### config.mk
export PLATFORM = sky130hd
export DESIGN_NAME = drive_status_and_meter_outputs
export DESIGN_NICKNAME = d
export VERILOG_FILES = /design/src/hw/drive_out_pkg.sv /design/src/hw/drive_status_and_meter_outputs.sv
export SDC_FILE = /design/constraint.sdc
export NUM_CORES = 2
export LEC_CHECK = 0
export ABC_AREA = 0
export BUFFER_PORTS_ARGS = -buffer_cell sky130_fd_sc_hd__buf_2
export CAP_MARGIN = 20
export CORE_MARGIN = 1
export CORE_UTILIZATION = 50
export CTS_BUF_LIST = sky130_fd_sc_hd__clkbuf_2 sky130_fd_sc_hd__clkbuf_4 sky130_fd_sc_hd__clkbuf_8
export DETAILED_ROUTE_END_ITERATION = 10
export PLACE_DENSITY = 0.76
export SLEW_MARGIN = 20
export SYNTH_ARGS = -nofsm -noshare
export SYNTH_HDL_FRONTEND = slang
export SYNTH_SLANG_ARGS = --single-unit
### constraint.sdc
create_clock -name clock -period 335.4 [get_ports clock]
set_input_delay 33.54 -clock clock [delete_from_list [all_inputs] [get_ports clock]]
set_output_delay 33.54 -clock clock [all_outputs]
set_load 0.03 [all_outputs]
### src/hw/drive_out_pkg.sv
// Constants for the drive status and meter output block.
// Operation
// - Function 01 drives output active while speed has reached the setpoint.
// - Function 02 drives output active while speed exceeds both window thresholds.
// - Function 00 drives output active while the motor is running.
// - Function 03 drives output active while load exceeds the warning level.
// - Function 04 drives output active while PID error exceeds its limit.
// - Function 05 drives output active while a drive fault is present.
// - With relay function 05, without fault the relay joins common to the ok contact.
// - On fault (relay function 05) or power loss relay falls to common-trip, de-energised.
// - Meter source 00 speed PWM, 01 current PWM, 02 pulse train.
// - In current mode rated current gives half of full scale.
// - In PWM modes the meter period stays constant.
// - PWM high time is proportional to value, zero to maximum speed.
// - Trim 0 to 255, default 80, scales both PWM modes live.
// - Trim has no effect on the pulse train.
// - Pulse train toggles at speed-proportional rate with about 50 % duty.
// - Pulse rate is 100 times output speed times the rate factor.
// - Factor 0.1 to 99.9, default 1.0; product reported as scaled speed.
package drive_out_pkg;
  localparam logic [2:0] FN_RUN = 3'h0;
  localparam logic [2:0] FN_AT_TARGET = 3'h1;
  localparam logic [2:0] FN_ABOVE_WINDOW = 3'h2;
  localparam logic [2:0] FN_OVERLOAD = 3'h3;
  localparam logic [2:0] FN_PID_ERROR = 3'h4;
  localparam logic [2:0] FN_FAULT = 3'h5;
  localparam logic [1:0] METER_SPEED_PWM = 2'h0;
  localparam logic [1:0] METER_CURRENT_PWM = 2'h1;
  localparam logic [1:0] METER_PULSES = 2'h2;
  localparam logic [7:0] TRIM_DEFAULT = 8'h50;
  localparam logic [7:0] TRIM_UNITY = 8'h80;
  localparam logic [9:0] FACTOR_MIN = 10'h001;
  localparam logic [9:0] FACTOR_MAX = 10'h3E7;
  localparam logic [9:0] FACTOR_DEFAULT = 10'h00A;
  localparam logic [9:0] FACTOR_DIV = 10'h00A;
  localparam int PWM_PERIOD_US = 1000;
  localparam int CLOCK_MHZ = 200;
  localparam int PWM_PERIOD_CYCLES = PWM_PERIOD_US * CLOCK_MHZ;
  localparam int CLOCKS_PER_HZ_TENTH = CLOCK_MHZ * 1000000 / 20;
endpackage : drive_out_pkg

### src/hw/drive_status_and_meter_outputs.sv
// Status routing, fault relay and meter pin generator of the drive.
`timescale 1ns/10ps
`default_nettype none
module drive_status_and_meter_outputs
  import drive_out_pkg::*;
#(
  parameter int SPEED_W = 16,
  parameter int PWM_PERIOD = PWM_PERIOD_CYCLES,
  parameter int PULSE_ACC_MOD = CLOCKS_PER_HZ_TENTH
) (
  // Clock and reset.
  input wire logic clock,
  input wire logic rst,
  // Drive state, same clock domain, speed in 0.1 Hz.
  input wire logic motor_running,
  input wire logic drive_fault,
  input wire logic [SPEED_W-1:0] output_speed_monitor,
  input wire logic [SPEED_W-1:0] speed_setpoint,
  input wire logic [SPEED_W-1:0] max_speed,
  input wire logic [15:0] load_level,
  input wire logic [15:0] rated_current,
  input wire logic [15:0] pid_error,
  // Configuration.
  input wire logic [2:0] output_one_function_sel,
  input wire logic [2:0] output_two_function_sel,
  input wire logic [2:0] relay_function_sel,
  input wire logic [1:0] meter_source_sel,
  input wire logic [15:0] overcurrent_warn_level,
  input wire logic [SPEED_W-1:0] speed_up_threshold,
  input wire logic [SPEED_W-1:0] speed_down_threshold,
  input wire logic [15:0] pid_error_limit,
  input wire logic [7:0] meter_pwm_trim,
  input wire logic [9:0] pulse_rate_factor,
  // Status outputs.
  output logic digital_out_one,
  output logic digital_out_two,
  output logic relay_energise,
  output logic speed_target_reached_flag,
  output logic speed_above_window_flag,
  output logic overcurrent_warning_flag,
  output logic pid_error_exceed_flag,
  output logic trip_fault_flag,
  // Meter pin and scaled speed monitor.
  output logic meter_pulse_pin,
  output logic [SPEED_W+9:0] scaled_speed_monitor
);

  localparam int PW = $clog2(PWM_PERIOD + 1);
  localparam int AW = $clog2(PULSE_ACC_MOD + 1) + 1;
  localparam logic [PW-1:0] PERIOD_LAST = PW'(PWM_PERIOD - 1);
  localparam logic [AW-1:0] ACC_MOD = AW'(PULSE_ACC_MOD);

  // Selects one status condition by function code.
  function automatic logic pick(input logic [2:0] code, input logic [5:0] c);
    logic r;
    r = 1'b0;
    unique case (code)
      FN_RUN: r = c[0];
      FN_AT_TARGET: r = c[1];
      FN_ABOVE_WINDOW: r = c[2];
      FN_OVERLOAD: r = c[3];
      FN_PID_ERROR: r = c[4];
      FN_FAULT: r = c[5];
      default: r = 1'b0;
    endcase
    return r;
  endfunction : pick

  wire logic at_target = output_speed_monitor >= speed_setpoint;
  wire logic above_window = (output_speed_monitor > speed_up_threshold) &&
    (output_speed_monitor > speed_down_threshold);
  wire logic overload = load_level > overcurrent_warn_level;
  wire logic pid_over = pid_error > pid_error_limit;
  wire logic [5:0] conds = {drive_fault, pid_over, overload, above_window,
    at_target, motor_running};

  // With function 05 the relay is energised only when healthy, so losing supply trips it; other codes energise it on their condition.
  wire logic relay_fault = (relay_function_sel == FN_FAULT) ? drive_fault :
    ~pick(relay_function_sel, conds);
  wire logic next_relay = ~relay_fault;

  // Factor is clamped into its legal range; the value is in tenths.
  wire logic [9:0] factor = (pulse_rate_factor < FACTOR_MIN) ? FACTOR_MIN :
    (pulse_rate_factor > FACTOR_MAX) ? FACTOR_MAX : pulse_rate_factor;
  wire logic [SPEED_W+9:0] next_scaled =
    ((SPEED_W+10)'(output_speed_monitor) * (SPEED_W+10)'(factor)) /
    (SPEED_W+10)'(FACTOR_DIV);

  // Duty fraction in 16 bits, then trimmed; trim 128 is unity gain.
  wire logic [31:0] speed_frac = (max_speed == '0) ? 32'h0 :
    ((32'(output_speed_monitor) << 16) / 32'(max_speed));
  wire logic [31:0] current_frac = (rated_current == 16'h0) ? 32'h0 :
    ((32'(load_level) << 15) / 32'(rated_current));
  wire logic [31:0] raw_frac = (meter_source_sel == METER_CURRENT_PWM) ?
    current_frac : speed_frac;
  wire logic [39:0] trimmed = (40'(raw_frac) * 40'(meter_pwm_trim)) /
    40'(TRIM_UNITY);
  wire logic [15:0] duty_frac = (trimmed > 40'h0FFFF) ? 16'hFFFF :
    trimmed[15:0];
  wire logic [PW+15:0] high_wide = (PW+16)'(duty_frac) * (PW+16)'(PWM_PERIOD);
  wire logic [PW-1:0] high_time = high_wide[PW+15:16];

  logic [PW-1:0] pwm_count;
  logic [AW-1:0] pulse_acc;
  wire logic pwm_end = pwm_count == PERIOD_LAST;
  wire logic next_pwm = pwm_count < high_time;

  // Phase accumulator: scaled speed in tenths of Hz per clock, wraps twice
  // per output cycle so each half period is equal. Untrimmed by design.
  wire logic [AW:0] acc_sum = (AW+1)'(pulse_acc) +
    (AW+1)'(scaled_speed_monitor);
  wire logic acc_wrap = acc_sum >= (AW+1)'(ACC_MOD);
  wire logic [AW:0] acc_less = acc_sum - (AW+1)'(ACC_MOD);
  wire logic [AW-1:0] next_acc = acc_wrap ? acc_less[AW-1:0] :
    acc_sum[AW-1:0];
  logic pulse_level;
  wire logic next_meter = (meter_source_sel == METER_PULSES) ? pulse_level :
    (meter_source_sel == METER_SPEED_PWM ||
     meter_source_sel == METER_CURRENT_PWM) ? next_pwm : 1'b0;

  always_ff @(posedge clock) begin
    if (rst) begin
      pwm_count <= '0;
      pulse_acc <= '0;
      pulse_level <= 1'b0;
    end else begin
      pwm_count <= pwm_end ? '0 : pwm_count + 1'b1;
      pulse_acc <= next_acc;
      if (acc_wrap) begin
        pulse_level <= ~pulse_level;
      end
    end
  end

  always_ff @(posedge clock) begin
    if (rst) begin
      digital_out_one <= 1'b0;
      digital_out_two <= 1'b0;
      relay_energise <= 1'b0;
      speed_target_reached_flag <= 1'b0;
      speed_above_window_flag <= 1'b0;
      overcurrent_warning_flag <= 1'b0;
      pid_error_exceed_flag <= 1'b0;
      trip_fault_flag <= 1'b0;
      meter_pulse_pin <= 1'b0;
      scaled_speed_monitor <= '0;
    end else begin
      digital_out_one <= pick(output_one_function_sel, conds);
      digital_out_two <= pick(output_two_function_sel, conds);
      relay_energise <= next_relay;
      speed_target_reached_flag <= at_target;
      speed_above_window_flag <= above_window;
      overcurrent_warning_flag <= overload;
      pid_error_exceed_flag <= pid_over;
      trip_fault_flag <= drive_fault;
      meter_pulse_pin <= next_meter;
      scaled_speed_monitor <= next_scaled;
    end
  end

endmodule : drive_status_and_meter_outputs
`default_nettype wire

Word level (Yosys, flattened, before mapping) --
Index checks and enable logic that the tools add are counted. Widths: inputs -> output; s select.
Word-level totals: bits of input ports 193, word-level logic and storage cells 75, bits in registers 79
Cells by class: equal/unequal tests 18, divide/modulo/power cells 3, multiply operators 3, bitwise logic cells 3, reductions and logical operators 9, mux-type cells 13, $lt $le $gt $ge 10, $add $sub $neg 3
Operators by type and width (count):
- $mux 32 | 3
- $gt 16x16->1 | 4
- $mul 32x8->40 | 1
- $gt 33x16->1 const B | 1
- $div 31x16->32 | 1
- $div 32x16->32 | 1
- $logic_not 16->1 | 2
- $mul 16x12->28 const B | 1
- $add 25x26->26 | 1
- $div 26x4->26 const B | 1
- $ge 26x24->1 const B | 1
- $mul 16x10->26 | 1
- $mux 25 | 1
- $sub 25x24->25 const B | 1
- $mux 10 | 2
- $add 18x1->18 const B | 1
- $eq 18x18->1 const B | 1
- $eq 3x2->1 const B | 6
- $eq 3x3->1 const B | 6
- $lt 18x18->1 | 1
- $pmux 1 s6 | 3
- $ge 16x16->1 | 1
- $mux 16 | 1
- $gt 10x10->1 const B | 1
- other kinds (11) | 19

Logic depth before layout (Yosys ltp) --
depth after elaboration 10, depth in mapped cells 531

Worst setup path after synthesis --
Ideal clock, no wire load.
kind input -> register, start point input rated_current[0], end point register meter_pulse_pin, cell stages on the path 502, required time 335335 ps, setup slack 204157 ps, library setup time 65 ps, arrival 131178 ps, path through clkbuf_1 > clkbuf_1 > inv_1 > clkbuf_1 > clkbuf_1 > ha_1 > o21ai_0 > nor2b_1 > o31a_1 > a21oi_1 > ha_1 > or3_1 > nand4_1 > o21a_1 > inv_1 > ha_1 > o21ai_0 > a21oi_1 > (+466 left out) > a21oi_4 > o21bai_2 > a21oi_4 > o21bai_4 > a21oi_1 > nor2b_1 > o21a_1 > o21a_1 > or3_1 > nand2_1 > ha_1 > a21o_1 > a21o_1 > a21oi_1 > o21ai_0 > nand4_1 > a21oi_1 > nor2_1
Between the ends: longest elaborated chain between the ends 10, elaborated cells on any way between the ends 11
Ends and longest elaborated chain:
- from (decl) | RTL line drive_status_and_meter_outputs.sv:21 | input wire logic [15:0] rated_current,
- $div 31x16->32 or $logic_not 16->1 (tied branches) | RTL line drive_status_and_meter_outputs.sv:93, drive_status_and_meter_outputs.sv:92
- $mux 32 (*) | RTL line drive_status_and_meter_outputs.sv:92 | wire logic [31:0] current_frac = (rated_current == 16'h0) ? 32'h0 :
- $mux 32 (*) | RTL line drive_status_and_meter_outputs.sv:94 | wire logic [31:0] raw_frac = (meter_source_sel == METER_CURRENT_PWM) ?
- $mul 32x8->40 (*) | RTL line drive_status_and_meter_outputs.sv:96 | wire logic [39:0] trimmed = (40'(raw_frac) * 40'(meter_pwm_trim)) /
- $gt 33x16->1 | RTL line drive_status_and_meter_outputs.sv:98 | wire logic [15:0] duty_frac = (trimmed > 40'h0FFFF) ? 16'hFFFF :
- $mux 16 (*) | RTL line drive_status_and_meter_outputs.sv:98
- $mul 16x12->28 (*) | RTL line drive_status_and_meter_outputs.sv:100 | wire logic [PW+15:0] high_wide = (PW+16)'(duty_frac) * (PW+16)'(PWM_PERIOD);
- $lt 18x18->1 (*) | RTL line drive_status_and_meter_outputs.sv:106 | wire logic next_pwm = pwm_count < high_time;
- $mux 1 (*) | RTL line drive_status_and_meter_outputs.sv:119 | meter_source_sel == METER_CURRENT_PWM) ? next_pwm : 1'b0;
- $mux 1 (*) | RTL line drive_status_and_meter_outputs.sv:117 | wire logic next_meter = (meter_source_sel == METER_PULSES) ? pulse_level :
- to (signal assigned) | RTL line drive_status_and_meter_outputs.sv:156 | meter_pulse_pin <= next_meter;
- to (decl) | RTL line drive_status_and_meter_outputs.sv:44 | output logic meter_pulse_pin,
Mark *: on every way between the ends. The rest lies on a longest branch, timed or not. A chain may end at the register's enable or synchronous reset.

Final worst setup path --
start point input rated_current[15], end point register meter_pulse_pin
The elaborated chain is that of the path after synthesis.

==> metrics.txt <==
Starting Density 0.5035; die area 148100 µm²; most used cell, CP o21a_1; Worst Hold Path Cells 1; final setup vio count 0; post-layout util 0.5281; Clock Latency Late Sink 0.40 ns; Root Buffer clkbuf_8; Port-buffer cells approximately 220; HPWL after DPL 199000 µm; vias in the first global route 74105; RSZ-0062 raised after global routing false; max cap viols 0; Crit Path Max Fanout 38; CTS tree done; number of flip-flops under the largest register name 25; DIE WIDTH 384.9 µm; final hold violations 0; r2r worst-path depth 31; hold endpoint pwm_count[0]; first-pass GRT wire length around 390000 µm; Slowest-stage cell, CP nor3_1; DR pass1 iterations 6; placement row count 140; Worst-path clk slew 0.09 ns; Async S/R FF share, synth 0; Worst Path Arrival roughly 150 ns; Worst R2R Setup Slack 328.73 ns; hold_buf cts 0; most common cell in the netlist ha_1; vias per inst ~6.4; DRC 0; number of synthesized register bits 76; Vias 77436; initial DRC count 6658; final RePlAce weighted congestion 0.9847; Die Y 384.9 µm; Synth area leader ha_1; nets@finish 11792; Fmax achieved 6.809 MHz; placeable core area 145600 µm²; status finished, final reports clean; largest cells by area after synthesis ha_1 (19%), fa_1 (9.0%), nand2_1 (5.1%); RR Startpoint scaled_speed_monitor[1]; Tot GR Track Use 0.3180; Hold Path Class reg -> reg; number of gates resized after CTS 0; initial antenna violation count 20; post-synthesis instance area around 73000 µm²; Synth-to-Final Area Change 4.877%; Avg WL per Cell 20.26 µm; drt total wl 245500 µm; Crit Path Class in -> reg; io pins roughly 230; H-tree Lvls 3; Top reg by flops pulse_acc; Fin Setup TNS 0 ns; FF-to-FF End pulse_acc[18]; hold path startpoint pwm_count[0]; Slew headroom 0.2094; Clock Skew ~0.020 ns; share of layout cells above drive strength 1 0.08299; Post CTS Setup Buffer Count 0; Post-DRT Antenna Nets 0; ys flop type dfxtp_1; cell count after synthesis 10129; minimum clock period 146.87 ns; largest registers pulse_acc x25, scaled_speed_monitor x23, pwm_count x18; fin crit share 0.4379; post-synthesis average cell area about 7.2 µm²; most frequent cells after synthesis ha_1 (1093), nand2_1 (1003), nor2_1 (815); Sinks on Clock Net 76; Worst Path Required 335.72 ns; Worst setup EP type register; Post-synth EDFFs 0; total CTS buffers 9; Critical Path Max Stage Delay 0.99 ns; synth warn 0; largest net degree at the start of global routing 60; GRT Residual Overflow 0; CTS max path bufs 2; Slew Limit Fails 0; top cell type's share of synthesized area 0.1866; Worst Setup Start Kind input pin; post-synthesis cell type count 148; sequential area share after synthesis 0.02076; Slew @ Worst Pin ~1.2 ns
## placed cells by master, fill, tap and decap left out, types with 182 or more instances in the layout
cell type and n:
o31ai_1 182, o21a_1 296, o21ai_0 552, inv_1 729
nand2_1 1003, a21o_1 356, buf_2 224, and2_1 261
fa_1 329, a21oi_1 713, nor2_1 806, xor2_1 209
ha_1 1093, xnor2_1 415, nand2b_1 192, nand3_1 186
nor3_1 317
## critical path, delay by kind of cell
family	cells	cell delay, ns
buffers and inverters	21	4.45
and+or+nand+nor	106	24.42
muxes	8	3.21
adders and majority gates	41	14.58
xor gates and xnor gates	1	0.14
AOI/OAI and AO/OA	289	66.44
## worst max-delay path by stage
stage / from / end / slack (ns)
2_1_floorplan: rated_current[0] / meter_pulse_pin / 204.16
3_3_place_gp: rated_current[15] / meter_pulse_pin / 187.93
3_5_place_dp: rated_current[15] / meter_pulse_pin / 190.35
4_1_cts: rated_current[15] / meter_pulse_pin / 190.41
5_1_grt: rated_current[15] / meter_pulse_pin / 180.97
6_report: rated_current[15] / meter_pulse_pin / 188.53
## through the flow
stage	area (µm²)	cells	hold WS, ns	setup WS (ns)
after floorplan	73310	10132	0.4343	204.16
after global placement	76500	12079	0.4592	187.93
after detailed placement	76610	12083	0.4700	190.35
after CTS	76840	12099	0.4894	190.41
after global routing	76860	12108	0.5307	180.97
final	76870	12114	0.4846	188.53
## cell families after synthesis
group                      after synthesis  synth area share
and+or+nand+nor                       3569            0.2431
other                                    1        0.00005116
xor gates and xnor gates               625           0.07478
buffers and inverters                 1039           0.05444
adders and majority gates             1427            0.2771
muxes                                  263           0.03989
DFF                                     76           0.02076
AOI/OAI and AO/OA                     3129            0.2899
## layout make-up
| class | instances | area [µm²] |
|---|---|---|
| multi-input combinational | 9017 | 67930 |
| tap | 1917 | 2399 |
| sequential | 76 | 1521 |
| antenna | 15 | 37.54 |
| fill | 13849 | 68690 |
| clock buffer | 9 | 123.9 |
| timing repair buffer | 339 | 2003 |
| clock inverter | 7 | 106.4 |
| inverter | 734 | 2755 |
## metal layers
metal | wire length, µm | global-route usage
met5 | 84 | 0
met4 | 10810 | 0.1297
met3 | 20170 | 0.04418
met2 | 109300 | 0.5257
met1 | 105100 | 0.4136
Power is left out: the tool's default activity adds up to more than one toggle a clock period on the data nets, which glitch-free logic cannot reach.
